File: config.mk
export PLATFORM = sky130hd
export DESIGN_NAME = psr_rail_ctrl
export DESIGN_NICKNAME = d
export VERILOG_FILES = /design/src/hdl/psr_pkg.sv /design/src/hdl/psr_link_if.sv /design/src/hdl/psr_vid_link.sv /design/src/hdl/psr_rail_ctrl.sv
export SDC_FILE = /design/constraint.sdc
export NUM_CORES = 1
export LEC_CHECK = 0
export BUFFER_PORTS_ARGS = -buffer_cell sky130_fd_sc_hd__buf_2
export CORE_UTILIZATION = 57
export CTS_CLUSTER_SIZE = 8
export DETAILED_ROUTE_END_ITERATION = 8
export PLACE_DENSITY = 0.8
export SETUP_SLACK_MARGIN = 0.15
export SLEW_MARGIN = 20
export SYNTH_ARGS = -nofsm -noshare
export SYNTH_HDL_FRONTEND = slang
export SYNTH_SLANG_ARGS = --single-unit
File: constraint.sdc
create_clock -name CLK -period 3.9 [get_ports CLK]
set_input_delay 0.39 -clock CLK [delete_from_list [all_inputs] [get_ports CLK]]
set_output_delay 0.39 -clock CLK [all_outputs]
set_load 0.05 [all_outputs]
File: src/hdl/psr_pkg.sv
// shared constants and types of the power state rail sequencer
package psr_pkg;

    localparam int ADDR_W = 8;
    localparam int DATA_W = 32;
    localparam int RAIL_N = 32;

    // register byte offsets
    localparam logic [7:0] REG_SW_EN = 8'h00;
    localparam logic [7:0] REG_RAIL_STAT = 8'h04;
    localparam logic [7:0] REG_PWR_STATE = 8'h08;
    localparam logic [7:0] REG_VID_STAT = 8'h0C;
    localparam logic [31:0] SW_EN_RESET = 32'h0000_0000;

    // field positions
    localparam int PWR_STATE_LSB = 0;
    localparam int PWR_BUSY_BIT = 8;
    localparam int VID_CMD_CNT_LSB = 8;

    // rail bit positions, low index powers up first and down last
    localparam int RAIL_AON_1V0 = 0;
    localparam int RAIL_AON_1V8 = 1;
    localparam int RAIL_AON_3V3 = 2;
    localparam int RAIL_AON_1V2 = 3;
    localparam int RAIL_INTERNAL_LOGIC = 4;
    localparam int RAIL_USB_PHY = 5;
    localparam int RAIL_MEM_IO = 6;
    localparam int RAIL_MEM_REF0 = 7;
    localparam int RAIL_MEM_REF1 = 8;
    localparam int RAIL_USER_1V8 = 9;
    localparam int RAIL_SYS_USER = 10;
    localparam int RAIL_USER_3V3 = 11;
    localparam int RAIL_GFX_SUPPLY = 12;
    localparam int RAIL_SOC_1V05 = 13;
    localparam int RAIL_SLEEP_1V8 = 14;
    localparam int RAIL_SLEEP_3V3 = 15;
    localparam int RAIL_SLEEP_1V0 = 16;
    localparam int RAIL_PERIPH_2V85 = 17;
    localparam int RAIL_PERIPH_5V = 18;
    localparam int RAIL_MEM_TERM = 19;
    localparam int RAIL_SLEEP_1V2 = 20;
    localparam int RAIL_SD_CARD = 21;
    localparam int RAIL_VIDEO_OUT = 22;
    localparam int RAIL_SYS_SWITCHED = 23;
    localparam int RAIL_SYS_ACTIVE = 24;
    localparam int RAIL_ACTIVE_2V85 = 25;
    localparam int RAIL_USB_HOST_POWER = 26;
    localparam int RAIL_USB_BUS_POWER = 27;
    localparam int RAIL_CORE_SUPPLY = 28;
    localparam int RAIL_ACTIVE_1V2 = 29;
    localparam int RAIL_ACTIVE_1V0 = 30;
    localparam int RAIL_ACTIVE_1V8_SWITCH = 31;

    // rails permitted per power state
    localparam logic [31:0] PERM_MECH = 32'h0000_0000;
    localparam logic [31:0] PERM_HIB = 32'h0000_003F;
    localparam logic [31:0] PERM_SUSP = 32'h0000_0FFF;
    localparam logic [31:0] PERM_IDLE = 32'h0FFF_FFFF;
    localparam logic [31:0] PERM_FULL = 32'hFFFF_FFFF;
    // rails gated by software bits, and rails gated by link commands
    localparam logic [31:0] OD_MASK = 32'h8FE0_0C00;
    localparam logic [31:0] VID_MASK = 32'h1000_1000;

    // link command layout and codes
    localparam int VID_WORD_W = 9;
    localparam int VID_ADDR_W = 4;
    localparam int VID_CODE_W = 5;
    localparam int VID_RESP_W = 5;
    localparam logic [3:0] VID_ADDR_CORE = 4'h0;
    localparam logic [3:0] VID_ADDR_GFX = 4'h1;
    localparam logic [4:0] VID_CMD_ON = 5'h01;
    localparam logic [4:0] VID_CMD_OFF = 5'h02;

    // timing
    localparam int CLK_PERIOD_NS = 100;
    localparam int SEQ_STEP_NS = 2000;
    localparam int SEQ_STEP_CYC = (SEQ_STEP_NS + CLK_PERIOD_NS - 1) / CLK_PERIOD_NS;

    typedef enum logic [2:0] {
        PS_MECH = 3'b000,
        PS_HIB = 3'b001,
        PS_SUSP = 3'b010,
        PS_IDLE = 3'b011,
        PS_FULL = 3'b100
    } psr_pstate_type;

    typedef enum logic [1:0] {
        LK_IDLE = 2'b00,
        LK_CMD = 2'b01,
        LK_RESP = 2'b10
    } psr_lstate_type;

endpackage

File: src/hdl/psr_link_if.sv
// signals between the rail controller and its voltage-id link receiver
`timescale 1ns/1ps
interface psr_link_if;
    logic lclk;
    logic ldat;
    logic warm;
    logic cmd_valid;
    logic [3:0] cmd_addr;
    logic [4:0] cmd_code;
    logic [4:0] core_stat;
    logic [4:0] gfx_stat;
    logic dat_o;
    logic dat_oe;

    modport ctl (output lclk, output ldat, output warm, output core_stat, output gfx_stat,
                 input cmd_valid, input cmd_addr, input cmd_code, input dat_o, input dat_oe);
    modport link (input lclk, input ldat, input warm, input core_stat, input gfx_stat,
                  output cmd_valid, output cmd_addr, output cmd_code, output dat_o, output dat_oe);
endinterface

File: src/hdl/psr_vid_link.sv
// voltage-id link receiver: framing, address decode and status reply
`timescale 1ns/1ps
module psr_vid_link
    import psr_pkg::*;
(
    input wire logic clk,
    input wire logic rst,
    psr_link_if.link lnk
);

    typedef struct packed {
        logic lclk_q;
        psr_lstate_type st;
        logic [3:0] bcnt;
        logic [8:0] shreg;
        logic [4:0] resp;
        logic cmd_valid;
        logic dat_o;
        logic dat_oe;
    } psr_link_state_type;

    psr_link_state_type r, n;
    logic rise, fall;
    logic [8:0] word;

    assign rise = lnk.lclk & ~r.lclk_q;
    assign fall = ~lnk.lclk & r.lclk_q;
    assign word = {r.shreg[7:0], lnk.ldat};

    always_comb begin
        n = r;
        n.lclk_q = lnk.lclk;
        n.cmd_valid = 1'b0;
        case (r.st)
            LK_IDLE: begin
                n.dat_oe = 1'b0;
                if (rise && !lnk.ldat) begin
                    n.st = LK_CMD;
                    n.bcnt = 4'h0;
                end
            end
            LK_CMD: begin
                if (rise) begin
                    n.shreg = word;
                    n.bcnt = r.bcnt + 4'h1;
                    if (r.bcnt == 4'(VID_WORD_W - 1)) begin
                        n.bcnt = 4'h0;
                        // unknown address: no reply, no effect
                        if (word[8:5] == VID_ADDR_CORE || word[8:5] == VID_ADDR_GFX) begin
                            n.cmd_valid = 1'b1;
                            n.resp = (word[8:5] == VID_ADDR_CORE) ? lnk.core_stat : lnk.gfx_stat;
                            n.st = LK_RESP;
                        end else begin
                            n.st = LK_IDLE;
                        end
                    end
                end
            end
            LK_RESP: begin
                if (fall) begin
                    // open drain: drive low for a zero bit, release for a one
                    if (r.bcnt == 4'(VID_RESP_W)) begin
                        n.dat_oe = 1'b0;
                        n.st = LK_IDLE;
                    end else begin
                        n.dat_oe = ~r.resp[VID_RESP_W - 1];
                        n.resp = {r.resp[3:0], 1'b1};
                        n.bcnt = r.bcnt + 4'h1;
                    end
                end
            end
            default: n.st = LK_IDLE;
        endcase
        if (lnk.warm) begin
            n.st = LK_IDLE;
            n.dat_oe = 1'b0;
            n.cmd_valid = 1'b0;
            n.bcnt = 4'h0;
        end
        n.dat_o = 1'b0;
    end

    always_ff @(posedge clk) begin
        if (rst) begin
            r <= '0;
        end else begin
            r <= n;
        end
    end

    assign lnk.cmd_valid = r.cmd_valid;
    assign lnk.cmd_addr = r.shreg[8:5];
    assign lnk.cmd_code = r.shreg[4:0];
    assign lnk.dat_o = r.dat_o;
    assign lnk.dat_oe = r.dat_oe;
endmodule // psr_vid_link

File: src/hdl/psr_rail_ctrl.sv
// power state decode, rail sequencer and register port
// Notes on behaviour
// - core, active 1v2 and active 1v0 rails on only in full-on state.
// - gfx, soc 1v05, sleep 1v8/3v3/1v0 on in full-on and idle standby only.
// - periph 2v85/5v, memory termination, sleep 1v2 on in full-on and idle standby.
// - memory io, memory refs and user 1v8 on down to suspend-to-ram.
// - always-on rails, internal logic and usb phy off only in mechanical off.
// - seven switched rails follow software bits in full-on and idle standby.
// - sys user and user 3v3 follow software bits down to suspend-to-ram.
// - active 1v8 switch follows its software bit in full-on only.
// - software bits take effect only while the power state permits the rail.
// - host sleep pins select the state; the rails follow from them.
// - core and gfx rails are switched by link commands.
// - rails switch one at a time: all downs first, then ups in order.
// - link word is nine bits: four address bits then five command bits.
// - address 0 reaches the core regulator and answers with its status.
// - address 1 reaches the gfx regulator and answers with its status.
// - idle sleep pin alone never changes the core link enable; the core rail still falls in idle standby.
// - warm reset aborts the link transfer, configuration stays.
`timescale 1ns/1ps
module psr_rail_ctrl
    import psr_pkg::*;
#(
    parameter int STEP_CYC = SEQ_STEP_CYC
) (
    input wire logic CLK,
    input wire logic RST,
    input wire logic [ADDR_W-1:0] ADDR,
    input wire logic [DATA_W-1:0] WR_DATA,
    input wire logic WR_EN,
    input wire logic RD_EN,
    output logic [DATA_W-1:0] RD_DATA,
    input wire logic IDLE_SLEEP_N,
    input wire logic SUSPEND_SLEEP_N,
    input wire logic HIBERNATE_SLEEP_N,
    input wire logic SUPPLY_AVAIL,
    input wire logic WARM_RST_N,
    input wire logic VID_LINK_CLOCK,
    input wire logic VID_DATA_I,
    output logic VID_DATA_O,
    output logic VID_DATA_OE,
    output logic [RAIL_N-1:0] RAIL_EN
);

    localparam int SYNC_N = 7;
    localparam int SY_IDLE = 0;
    localparam int SY_SUSP = 1;
    localparam int SY_HIB = 2;
    localparam int SY_AVAIL = 3;
    localparam int SY_WARM_N = 4;
    localparam int SY_LCLK = 5;
    localparam int SY_LDAT = 6;

    typedef struct packed {
        logic [SYNC_N-1:0] sync1;
        logic [SYNC_N-1:0] sync2;
        psr_pstate_type pst;
        logic [RAIL_N-1:0] sw_en;
        logic [1:0] vid_en;
        logic [RAIL_N-1:0] rail;
        logic [RAIL_N-1:0] rail_prev;
        logic [7:0] step_cnt;
        logic tick;
        logic [7:0] cmd_cnt;
        logic [DATA_W-1:0] rd_data;
    } psr_ctrl_state_type;

    psr_ctrl_state_type r, n;
    psr_link_if lnk ();

    logic [RAIL_N-1:0] perm_c;
    logic [RAIL_N-1:0] target_c;
    logic [RAIL_N-1:0] off_need_c;
    logic [RAIL_N-1:0] on_need_c;
    logic [RAIL_N-1:0] off_pick_c;
    logic [RAIL_N-1:0] on_pick_c;
    logic [DATA_W-1:0] rd_mux_c;

    function automatic logic [RAIL_N-1:0] perm_of(input psr_pstate_type s);
        case (s)
            PS_FULL: perm_of = PERM_FULL;
            PS_IDLE: perm_of = PERM_IDLE;
            PS_SUSP: perm_of = PERM_SUSP;
            PS_HIB: perm_of = PERM_HIB;
            default: perm_of = PERM_MECH;
        endcase
    endfunction

    // highest set bit as one-hot, so power-down runs in reverse order
    function automatic logic [RAIL_N-1:0] top_bit(input logic [RAIL_N-1:0] v);
        top_bit = '0;
        for (int i = 0; i < RAIL_N; i++) begin
            if (v[i]) begin
                top_bit = '0;
                top_bit[i] = 1'b1;
            end
        end
    endfunction

    psr_vid_link u_link (
        .clk(CLK),
        .rst(RST),
        .lnk(lnk.link)
    );

    assign lnk.lclk = r.sync2[SY_LCLK];
    assign lnk.ldat = r.sync2[SY_LDAT];
    assign lnk.warm = ~r.sync2[SY_WARM_N];
    assign lnk.core_stat = {2'b00, perm_c[RAIL_CORE_SUPPLY], r.rail[RAIL_CORE_SUPPLY], r.vid_en[0]};
    assign lnk.gfx_stat = {2'b00, perm_c[RAIL_GFX_SUPPLY], r.rail[RAIL_GFX_SUPPLY], r.vid_en[1]};

    // rail gating: state permission over fixed, software and link sources
    always_comb begin
        perm_c = perm_of(r.pst);
        target_c = perm_c & ((~OD_MASK & ~VID_MASK) | (r.sw_en & OD_MASK));
        target_c[RAIL_CORE_SUPPLY] = perm_c[RAIL_CORE_SUPPLY] & r.vid_en[0];
        target_c[RAIL_GFX_SUPPLY] = perm_c[RAIL_GFX_SUPPLY] & r.vid_en[1];
        off_need_c = r.rail & ~target_c;
        on_need_c = target_c & ~r.rail;
        off_pick_c = top_bit(off_need_c);
        on_pick_c = on_need_c & (~on_need_c + 32'h0000_0001);
    end

    always_comb begin
        rd_mux_c = '0;
        case (ADDR)
            REG_SW_EN: rd_mux_c = r.sw_en;
            REG_RAIL_STAT: rd_mux_c = r.rail;
            REG_PWR_STATE: begin
                rd_mux_c[PWR_STATE_LSB +: 3] = r.pst;
                rd_mux_c[PWR_BUSY_BIT] = |(off_need_c | on_need_c);
            end
            REG_VID_STAT: begin
                rd_mux_c[1:0] = r.vid_en;
                rd_mux_c[VID_CMD_CNT_LSB +: 8] = r.cmd_cnt;
            end
            default: rd_mux_c = '0;
        endcase
    end

    always_comb begin
        n = r;
        // pins from outside cross on two flops before use
        n.sync1 = {VID_DATA_I, VID_LINK_CLOCK, WARM_RST_N, SUPPLY_AVAIL,
                   HIBERNATE_SLEEP_N, SUSPEND_SLEEP_N, IDLE_SLEEP_N};
        n.sync2 = r.sync1;
        // last cycle's rails, so the checks below see rises without sampled-value calls
        n.rail_prev = r.rail;

        // deepest request wins; a low pin asks for entry
        if (!r.sync2[SY_AVAIL]) begin
            n.pst = PS_MECH;
        end else if (!r.sync2[SY_HIB]) begin
            n.pst = PS_HIB;
        end else if (!r.sync2[SY_SUSP]) begin
            n.pst = PS_SUSP;
        end else if (!r.sync2[SY_IDLE]) begin
            n.pst = PS_IDLE;
        end else begin
            n.pst = PS_FULL;
        end

        // step pacing gives each rail time to settle before the next moves
        n.tick = 1'b0;
        if (r.step_cnt == 8'(STEP_CYC - 1)) begin
            n.step_cnt = 8'h00;
            n.tick = 1'b1;
        end else begin
            n.step_cnt = r.step_cnt + 8'h01;
        end
        if (r.tick) begin
            if (|off_need_c) begin
                n.rail = r.rail & ~off_pick_c;
            end else begin
                n.rail = r.rail | on_pick_c;
            end
        end

        if (lnk.cmd_valid) begin
            n.cmd_cnt = r.cmd_cnt + 8'h01;
            if (lnk.cmd_code == VID_CMD_ON) begin
                n.vid_en[lnk.cmd_addr[0]] = 1'b1;
            end else if (lnk.cmd_code == VID_CMD_OFF) begin
                n.vid_en[lnk.cmd_addr[0]] = 1'b0;
            end
        end

        if (WR_EN && ADDR == REG_SW_EN) begin
            n.sw_en = WR_DATA & OD_MASK;
        end
        n.rd_data = RD_EN ? rd_mux_c : '0;
    end

    always_ff @(posedge CLK) begin
        if (RST) begin
            r <= '0;
        end else begin
            r <= n;
        end
    end

    assign RD_DATA = r.rd_data;
    assign RAIL_EN = r.rail;
    assign VID_DATA_O = lnk.dat_o;
    assign VID_DATA_OE = lnk.dat_oe;

    logic [RAIL_N-1:0] rise_c;
    assign rise_c = r.rail & ~r.rail_prev;
endmodule // psr_rail_ctrl

==> results of run 1 <==
worst paths after layout:
check                    end  slack, ps  cells after the start
setup / recovery  RAIL_EN[0]        300                      9
hold / removal        n[156]        180                      2
setup reg to reg  RAIL_EN[0]        300                      9
hold reg to reg     lnk.lclk        430                      1
report_power, final:
part,switching [mW],internal (mW),total (mW)
combinational,0.0845,0.0440,0.129
clock,0.544,0.993,1.54
sequential,0.00752,1.36,1.37
total,0.636,2.40,3.03
cells in the final DEF (no fill, tap or decap), drive strengths merged, types with 5 or more instances in the layout:
cell and instances:
nand2 37, ha 75, nor2 87, nor4b 7, buf 101, dfxtp 132
nand4 22, nand2b 5, nor3 12, o21ai 23, nand3 33, inv 67
mux2i 37, or3 5, nor2b 22, nand4b 7, a31oi 8, xor2 10
a21oi 20, nand3b 6, and3 8, nor4 28, a211oi 5, clkbuf 24
a41o 6, a311oi 6
flip-flops by register name (all words and copies together) (netlist names), named ones only:
signal and cells:
r 35, RAIL_EN 32, RD_DATA 32, u_link.r 12, n 7, u_link.lnk.cmd_code 5, u_link.lnk.cmd_addr 3, lnk.lclk 1
lnk.ldat 1, u_link.lnk.cmd_valid 1, u_link.lnk.dat_oe 1
layer usage:
| layer | part of all wire, % | vias up | GRT usage (%) |
|---|---|---|---|
| met5 | 0 | - | 0 |
| met4 | 3.7 | 0 | 13.1 |
| met3 | 6.7 | 42 | 6.96 |
| met2 | 47 | 183 | 42.7 |
| met1 | 43 | 2699 | 31.3 |
| li1 | - | 2852 | - |
cell type report:
cell class,count,share of cell area (%)
Tap cell,172,2.70
Multi-Input combinational cell,525,47.1
Sequential cell,132,33.2
Timing Repair Buffer,101,6.60
Antenna cell,1,0.0314
Inverter,68,3.21
Clock inverter,5,0.943
Clock buffer,24,6.18
cells by family (layout without fill, tap and decap cells):
group                    Yosys count  in the layout  share of synthesized area (%)
AND/OR/NAND/NOR                  300            300                           22.3
buffers and inverters            163            198                           12.6
flip-flops                       132            132                           36.1
AO/OA/AOI/OAI                     96             96                           8.97
adder cells (fa/ha/maj)           75             75                           12.8
multiplexers                      40             40                           5.53
XOR/XNOR                          13             13                           1.56
other                              1              2                         0.0513
through the flow:
stage / worst slack [ps] / instances / power (mW) / area, um^2 / hold slack (ps)
2_1_floorplan: 418 / 820 / 1.49 / 7310 / 414
3_3_place_gp: 444 / 998 / 1.52 / 7380 / 418
3_5_place_dp: 455 / 998 / 1.52 / 7380 / 421
4_1_cts: 370 / 1027 / 3.05 / 7950 / 168
5_1_grt: 156 / 1027 / 3.14 / 7960 / 170
6_report: 300 / 1028 / 3.03 / 7960 / 180
timing repair:
item,CTS,global route
hold endpoints to repair,0,0
gates resized for setup,0,1
endpoints found under the setup margin,0,7
==> impl_metrics.csv, run 1 <==
group,metric,value,unit
global_route,globalRouteTotalUtil,26.0,%
global_route,grt-ovfl-total,0,
cts,cts_tree,"done",
worst_setup_path,cp-end-kind,"flip-flop",
worst_setup_path,worstReg2RegStart,"r[149]",
logic_synthesis,ys_ff_latch,132,
cells_and_area,multi_input_area,3750,um^2
placed_design,hpwl,11700,um
floorplanning,die_w,115,um
logic_synthesis,async_reset_ff_share,0,%
cells_and_area,drive_above_1_share,17.1,%
worst_setup_path,arrival,3910,ps
logic_synthesis,ys.flop_type,"dfxtp_1",
logic_synthesis,synth.yosys.seq_area_share,36.1,%
floorplanning,start_util,58.2,%
cells_and_area,postLayoutCoreUtil,63.3,%
sta,finalClockSkew,10.5,ps
sta,fin_tns_setup,0,ps
cts,cts_root_buf,"clkbuf_16",
drt,drc,0,
sta,worst_pin_slew,834,ps
worst_setup_path,cp.required,4210,ps
sta,finalCritPeriodShare,92.3,%
worst_setup_path,worstPathCellList,"nor3b_1 > a21o_1 > inv_1 > ha_1 > nor4_1 > and4b_2 > nand4_1 > nor4_1 > mux2_2",
logic_synthesis,synth_top_area_share,36.1,%
drt,finalWirelength,16300,um
global_route,antenna_found_initial,1,
logic_synthesis,synth-edff-count,0,
worst_setup_path,cp_top_family,"simple AND/OR/NAND/NOR gates",
sta,drv_slew,0,
sta,rsz0062_at_grt,"false",
logic_synthesis,synth.area.top_cells,"dfxtp_1, ha_1, buf_4, mux2i_1, nor2_1",
logic_synthesis,synth_top_cell_by_area,"dfxtp_1",
drt,vias,5776,
logic_synthesis,synthesis.nets,946,
global_route,grt_pass1_vias,5386,
logic_synthesis,synth_cells,820,
logic_synthesis,syn-mean-instance-area,8.92,um^2
sta,fmax,0.278,GHz
worst_setup_path,critical_path_class,"reg -> reg",
sta,relSlewSlack,44.2,%
cells_and_area,regArea,2640,um^2
logic_synthesis,ys_types,71,
pwr,ir_worst_vdd,0.000231,V
worst_setup_path,worst-path-buf-inv,1,
drt,drtPass1Iterations,5,
placed_design,globalplace.congestion,0.929,
cells_and_area,fin_nets,971,
drt,antenna_left,0,
cells_and_area,fill_cells,1048,
cts,clock-sinks,132,
worst_hold_path,hold_class,"in -> reg",
job,maxCapViolCount,0,
sta,setup_violations,0,
logic_synthesis,syn-cell-area,7310,um^2
logic_synthesis,netlist_top_cells_count,"dfxtp_1, nor2_1, ha_1, inv_1, buf_4",
cts,cts_buffers,17,
cts,ctsHoldBuffers,0,
logic_synthesis,synth.most_common_cell,"dfxtp_1",
drt,routed_via_density,5.62,
floorplanning,die-area,13300,um^2
worst_setup_path,slowest_stage,"nor4_1",
worst_setup_path,start_kind,"flip-flop",
pwr,p_per_area,381,nW/um^2
floorplanning,die_h,115,um
cts,clk_pin_slew,60,ps
outcome,status,"completed",
cells_and_area,areaGrowthSynthToFinish,8.85,%
global_route,grt_pass1_wl,26300,um
cts,cts_buffer_depth,2,
floorplanning,rows,41,
worst_setup_path,cpMostUsedCell,"nor4_1",
worst_setup_path,path_max_fanout,11,
cts,clkLatencyLatePin,420,ps
floorplanning,io_pins,117,
placed_design,port_buffers,93,
floorplanning,core_area,12600,um^2
cts,cts_setup_buffers,0,
worst_setup_path,crit_start,"r[149]",
cts,htreeDepth,4,
drt,wire_per_inst,15.8,um
global_route,grt_max_degree,71,
sta,post-route-min-period,3600,ps
worst_setup_path,max_stage_delay,450,ps
sta,hold_viol_final,0,
worst_hold_path,min_from,"VID_DATA_I",
drt,drt-initial-drc-count,394,
pwr,cellLeakagePower,3.51,nW
logic_synthesis,ys_warn_count,0,
(Power assumes the default switching activity.)
==> run 2, diff against run 1 <==
Settings changed: ABC_AREA set to 1, CORE_UTILIZATION 57 to 45, PLACE_DENSITY 0.8 to 0.66, SKIP_LAST_GASP set to 1.
==> run 2 against run 1 <==
Effect of this change: worst setup slack improved by 520 ps; sequential share of layout area shrank 2.2 points; hold slack worse by 22 ps; synthesized area grew 4.9%; final area grew 7.0%; wire length is 18% higher; power increased by 2.5%; largest power group unchanged.
==> impl_metrics.csv, run 2 <==
group,metric,value,unit
logic_synthesis,ys_ff_latch,132,
logic_synthesis,synth.yosys.seq_area_share,34.5,%
global_route,antenna_found_initial,0,
placed_design,hpwl,14600,um
logic_synthesis,ys_types,45,
worst_setup_path,start_kind,"flip-flop",
cts,htreeDepth,4,
cells_and_area,diodes,0,
worst_hold_path,hold_class,"in -> reg",
floorplanning,io_pins,117,
sta,drv_slew,0,
sta,fin_tns_setup,0,ps
worst_setup_path,cp-end-kind,"flip-flop",
logic_synthesis,synth_cells,1070,
logic_synthesis,synth-simple-area-share,27.4,%
drt,antenna_left,0,
global_route,grt-ovfl-total,0,
sta,hold_viol_final,0,
cts,cts_buffer_depth,2,
logic_synthesis,synth_top_family_by_area,"simple AND/OR/NAND/NOR gates",
floorplanning,die_h,133,um
cts,ctsResizeCount,0,
sta,post-route-min-period,3080,ps
global_route,grt_pass1_wl,30600,um
logic_synthesis,netlist_top_cells_count,"nor2_1, inv_1, nand2_1, dfxtp_1, ha_1",
sta,fmax,0.325,GHz
cells_and_area,finalInstanceArea,8520,um^2
outcome,status,"completed",
sta,worst_pin_slew,973,ps
worst_setup_path,path_max_fanout,12,
sta,finalClockSkew,8.29,ps
pwr,cellLeakagePower,3.88,nW
global_route,grt_max_degree,36,
logic_synthesis,async_reset_ff_share,0,%
worst_setup_path,arrival,3450,ps
cells_and_area,max_flop_register,"r",
worst_setup_path,critical_path_class,"reg -> reg",
drt,drtPass1Iterations,6,
sta,setup_violations,0,
placed_design,dpl_cell_area,7910,um^2
cts,clk_pin_slew,60,ps
cells_and_area,final_cell_mix,"nor2_1, inv_1, nand2_1",
placed_design,globalplace.congestion,0.977,
cts,clkLatencyLatePin,430,ps
pwr,finalPower,3.11,mW
placed_design,pre_cts_slack,856,ps
logic_synthesis,ys.flop_type,"dfxtp_1",
logic_synthesis,synth.area.top_cells,"dfxtp_1, ha_1, nor2_1, inv_1, nand2_1",
worst_setup_path,cp.required,4270,ps
global_route,globalRouteTotalUtil,22.4,%
floorplanning,rows,47,
sta,relSlewSlack,35.1,%
sta,finalCritPeriodShare,79.0,%
cells_and_area,areaGrowthSynthToFinish,11.0,%
drt,drc,0,
floorplanning,core_area,16600,um^2
drt,vias,6670,
placed_design,dp_cells,1309,
logic_synthesis,ys_warn_count,0,
logic_synthesis,synth_top_area_share,34.5,%
logic_synthesis,synthMuxAreaShare,0,%
cells_and_area,final_cells,1341,
cts,cts_root_buf,"clkbuf_16",
drt,drt-initial-drc-count,399,
drt,finalWirelength,19100,um
logic_synthesis,synth-edff-count,0,
floorplanning,start_util,46.2,%
job,maxCapViolCount,0,
floorplanning,die_w,133,um
global_route,grt_pass1_vias,6005,
cells_and_area,mostFrequentLayoutCell,"nor2_1",
worst_setup_path,max_stage_delay,340,ps
pwr,p_per_area,365,nW/um^2
cts,cts_setup_buffers,0,
logic_synthesis,syn-cell-area,7670,um^2
cells_and_area,largest_register_ff_count,35,
logic_synthesis,synthesis.nets,1196,
logic_synthesis,synth_top_cell_by_area,"dfxtp_1",
logic_synthesis,synth-compound-area-share,10.7,%
sta,worst_hold_slack,157,ps
cts,cts_buffers,17,
placed_design,port_buffers,93,
cells_and_area,drive_above_1_share,15.0,%
cts,ctsHoldBuffers,0,
cells_and_area,postLayoutCoreUtil,51.4,%
logic_synthesis,synth-xor-area-share,0.343,%
cts,cts_tree,"done",
sta,rsz0062_at_grt,"false",
worst_setup_path,slowest_stage,"dfxtp_1",
drt,wire_per_inst,14.3,um
cts,clock-sinks,132,
logic_synthesis,synthAdderAreaFrac,12.2,%
cells_and_area,fin_nets,1234,
drt,routed_via_density,4.97,
sta,layout_setup_ws,820,ps
logic_synthesis,syn-mean-instance-area,7.17,um^2
floorplanning,die-area,17600,um^2
pwr,ir_worst_vdd,0.000294,V
worst_setup_path,cpMostUsedCell,"nor2_1",
logic_synthesis,synth.most_common_cell,"nor2_1",
worst_setup_path,worstPathCellList,"nor2_1 > nand2_1 > o21ai_2 > inv_1 > o21ai_0 > inv_1 > ha_1 > nor2_1 > nand2_1 > nor2_1 > nand2_2 > nor2_8 > nor2_4 > buf_4 > nand3_1 > nand2_1 > nor2_1",
run 2: cell type report:
cell class | count | area (um^2)
Clock buffer | 18 | 439
Clock inverter | 14 | 168
Fill cell | 1703 | 8070
Inverter | 148 | 557
Multi-Input combinational cell | 706 | 3890
Sequential cell | 132 | 2640
Tap cell | 220 | 275
Timing Repair Buffer | 103 | 541
run 2: kinds of logic after synthesis:
family,count (synthesis)
AO/OA/AOI/OAI,158
buffers and inverters,232
flip-flops,132
AND/OR/NAND/NOR,469
other,1
XOR/XNOR,3
adder cells (fa/ha/maj),75
run 2: final timing paths:
check,from,end,slack [ps],cells past startpoint
min reg2reg,n[155],lnk.lclk,400,2
max,r[148],RAIL_EN[12],820,17
max reg2reg,r[148],RAIL_EN[12],820,17
min,SUSPEND_SLEEP_N,n[151],160,3
run 2: layer usage:
layer	track usage, %	vias to the layer above	share of wire (%)
met2	34.8	160	44
met5	0	-	0
li1	-	3465	-
met4	11.7	0	3.3
met1	29.3	3005	48
met3	4.75	40	4.6
run 2: critical path: cells and delay by family, from the launching register on:
kind	cells	cell delay, ps
AND/OR/NAND/NOR	11	1340
buffers and inverters	3	570
flip-flops	1	340
AO/OA/AOI/OAI	2	460
adder cells (fa/ha/maj)	1	300
run 2: power by group:
group	total, mW	internal, mW	switching, mW
combinational	0.112	0.0362	0.0763
clock	1.63	0.977	0.656
sequential	1.36	1.36	0.00530
==> run 3, diff against run 2 <==
Settings changed: PLACE_DENSITY 0.66 to 0.68.
Clock period 3.9 ns to 2.7 ns, I/O delays scaled along.
==> run 3 against run 2 <==
Effect of this change: sequential cell count stayed put; via count is 1.4% higher; worst setup slack worse by 610 ps; register-to-register slack worse by 610 ps; power is 45% higher; clock skew is 4.0 ps higher; clock power is 45% higher; critical path type unchanged; critical endpoint is now RAIL_EN[28].
==> impl_metrics.csv, run 3 (synthesis gave the netlist of run 2 again) <==
group,metric,value,unit
pwr,clockPowerShare,52.4,%
placed_design,globalplace.congestion,0.979,
worst_setup_path,path_max_fanout,7,
sta,worst_pin_slew,621,ps
worst_setup_path,r2r_slack,210,ps
sta,fmax,0.402,GHz
worst_setup_path,crit_start,"r[148]",
pwr,p_sw,1.10,mW
cells_and_area,mostFrequentLayoutCell,"nor2_1",
outcome,status,"completed",
worst_setup_path,arrival,2860,ps
sta,post-route-min-period,2490,ps
cts,cts_buffers,17,
global_route,met1_usage,31.2,%
cells_and_area,fill_cells,1673,
cts,htreeDepth,4,
pwr,switching_share,24.4,%
global_route,grt_pass1_wl,31500,um
drt,drc,0,
floorplanning,die-area,17600,um^2
cts,ctsHoldBuffers,0,
sta,hold_viol_final,0,
cts,cts_buffer_depth,2,
global_route,antenna_found_initial,0,
cts,clk_pin_slew,60,ps
cells_and_area,multi_input_area,3980,um^2
floorplanning,io_pins,117,
global_route,met3_usage,4.90,%
drt,drt-initial-drc-count,490,
sta,finalClockSkew,12.3,ps
sta,finalCritPeriodShare,92.1,%
placed_design,dp_cells,1328,
floorplanning,rows,47,
cts,cts_tree,"done",
cts,clock-sinks,132,
drt,routed_via_density,4.95,
sta,setup_violations,0,
placed_design,hpwl,15000,um
cells_and_area,areaGrowthSynthToFinish,14.8,%
cells_and_area,diodes,0,
floorplanning,core_area,16600,um^2
pwr,cellLeakagePower,4.01,nW
global_route,met2_usage,35.8,%
placed_design,dpl_cell_area,8060,um^2
drt,wire_per_inst,14.5,um
floorplanning,start_util,46.2,%
sta,rsz0062_at_grt,"true",
pwr,p_per_area,513,nW/um^2
worst_setup_path,endpoint,"RAIL_EN[28]",
cells_and_area,final_cell_mix,"nor2_1, inv_1, nand2_1",
pwr,ir_worst_vdd,0.000410,V
job,maxCapViolCount,0,
drt,vias,6762,
global_route,grt_max_degree,59,
sta,fin_tns_setup,0,ps
worst_hold_path,hold_class,"in -> reg",
sta,relSlewSlack,58.5,%
worst_setup_path,cp-end-kind,"flip-flop",
cells_and_area,regArea,2650,um^2
worst_setup_path,rr_endpoint,"RAIL_EN[28]",
cells_and_area,fin_nets,1260,
worst_setup_path,cp.required,3070,ps
worst_setup_path,critical_path_class,"reg -> reg",
cells_and_area,largest_register_ff_count,35,
drt,finalWirelength,19900,um
cells_and_area,drive_above_1_share,19.1,%
pwr,p_comb_share,4.0,%
cts,clkLatencyLatePin,440,ps
worst_setup_path,start_kind,"flip-flop",
pwr,pwr-share-seq,43.6,%
drt,drtPass1Iterations,7,
global_route,globalRouteTotalUtil,23.1,%
floorplanning,die_h,133,um
placed_design,port_buffers,93,
cts,cts_root_buf,"clkbuf_16",
sta,drv_slew,0,
global_route,grt_pass1_vias,6138,
global_route,busiest_layer,"met2",
cells_and_area,max_flop_register,"r",
cells_and_area,finalInstanceArea,8810,um^2
worst_setup_path,rr_worst_depth,16,
drt,antenna_left,0,
worst_setup_path,worstReg2RegStart,"r[148]",
cells_and_area,final_cells,1367,
global_route,grt-ovfl-total,0,
floorplanning,die_w,133,um
pwr,p_int,3.41,mW
## run 3: metal layers
layer / routed length [um] / vias to the layer above
li1: - / 3511
met1: 9250 / 3034
met2: 9040 / 189
met3: 1170 / 28
met4: 433 / 0
met5: 0 / -
## run 3: power groups by stage
stage          sequential [mW]  clock (mW)  combinational [mW]
3_3_place_gp              2.01           0               0.167
5_1_grt                   1.97        2.49               0.198
2_1_floorplan             2.01           0               0.106
4_1_cts                   1.97        2.40               0.177
6_report                  1.97        2.36               0.181
3_5_place_dp              2.01           0               0.168
## run 3: worst min-delay path by stage
stage	slack (ps)	cells past startpoint	start	endpoint
2_1_floorplan	380	2	IDLE_SLEEP_N	n[150]
6_report	30	3	SUPPLY_AVAIL	n[153]
3_5_place_dp	390	2	n[156]	lnk.ldat
3_3_place_gp	390	2	n[156]	lnk.ldat
4_1_cts	20	3	SUPPLY_AVAIL	n[153]
5_1_grt	30	3	SUSPEND_SLEEP_N	n[151]
## run 3: stage by stage
| step | utilization [%] | hold slack, ps | setup slack, ps | power [mW] |
|---|---|---|---|---|
| floorplan | - | 377 | 206 | 2.12 |
| global placement | 48.6 | 389 | 108 | 2.18 |
| detailed placement | 48.6 | 392 | 72.5 | 2.18 |
| CTS | 52.5 | 21.8 | 136 | 4.55 |
| global route | 53.1 | 30.1 | 115 | 4.66 |
| finish | 53.1 | 34.6 | 214 | 4.51 |
## run 3: timing repair
action                                 CTS  global route
endpoints found under the hold margin    0             0
pin swaps                                2             5
resized for setup                        2            27
setup endpoints to repair               23            32
buffers inserted                         4             3
## run 3: critical path, cell delays in order (launching register included)
cell and delay (ps):
dfxtp_4 380, nor2_4 40, nand2_2 90, o21ai_4 90, inv_2 70, o21ai_2 100
buf_4 170, ha_1 210, nor2_2 140, nand2_2 120, nor2_4 140, nand3_2 120
nor2_4 210, nand3_1 200, nor2_1 190, nor2_1 60, nor2_1 80
## run 3: cell type report
| class | count | area share, % |
|---|---|---|
| Tap cell | 220 | 3.13 |
| Clock inverter | 15 | 1.96 |
| Inverter | 148 | 6.32 |
| Clock buffer | 17 | 4.83 |
| Multi-Input combinational cell | 706 | 45.2 |
| Sequential cell | 132 | 30.1 |
| Timing Repair Buffer | 129 | 8.50 |
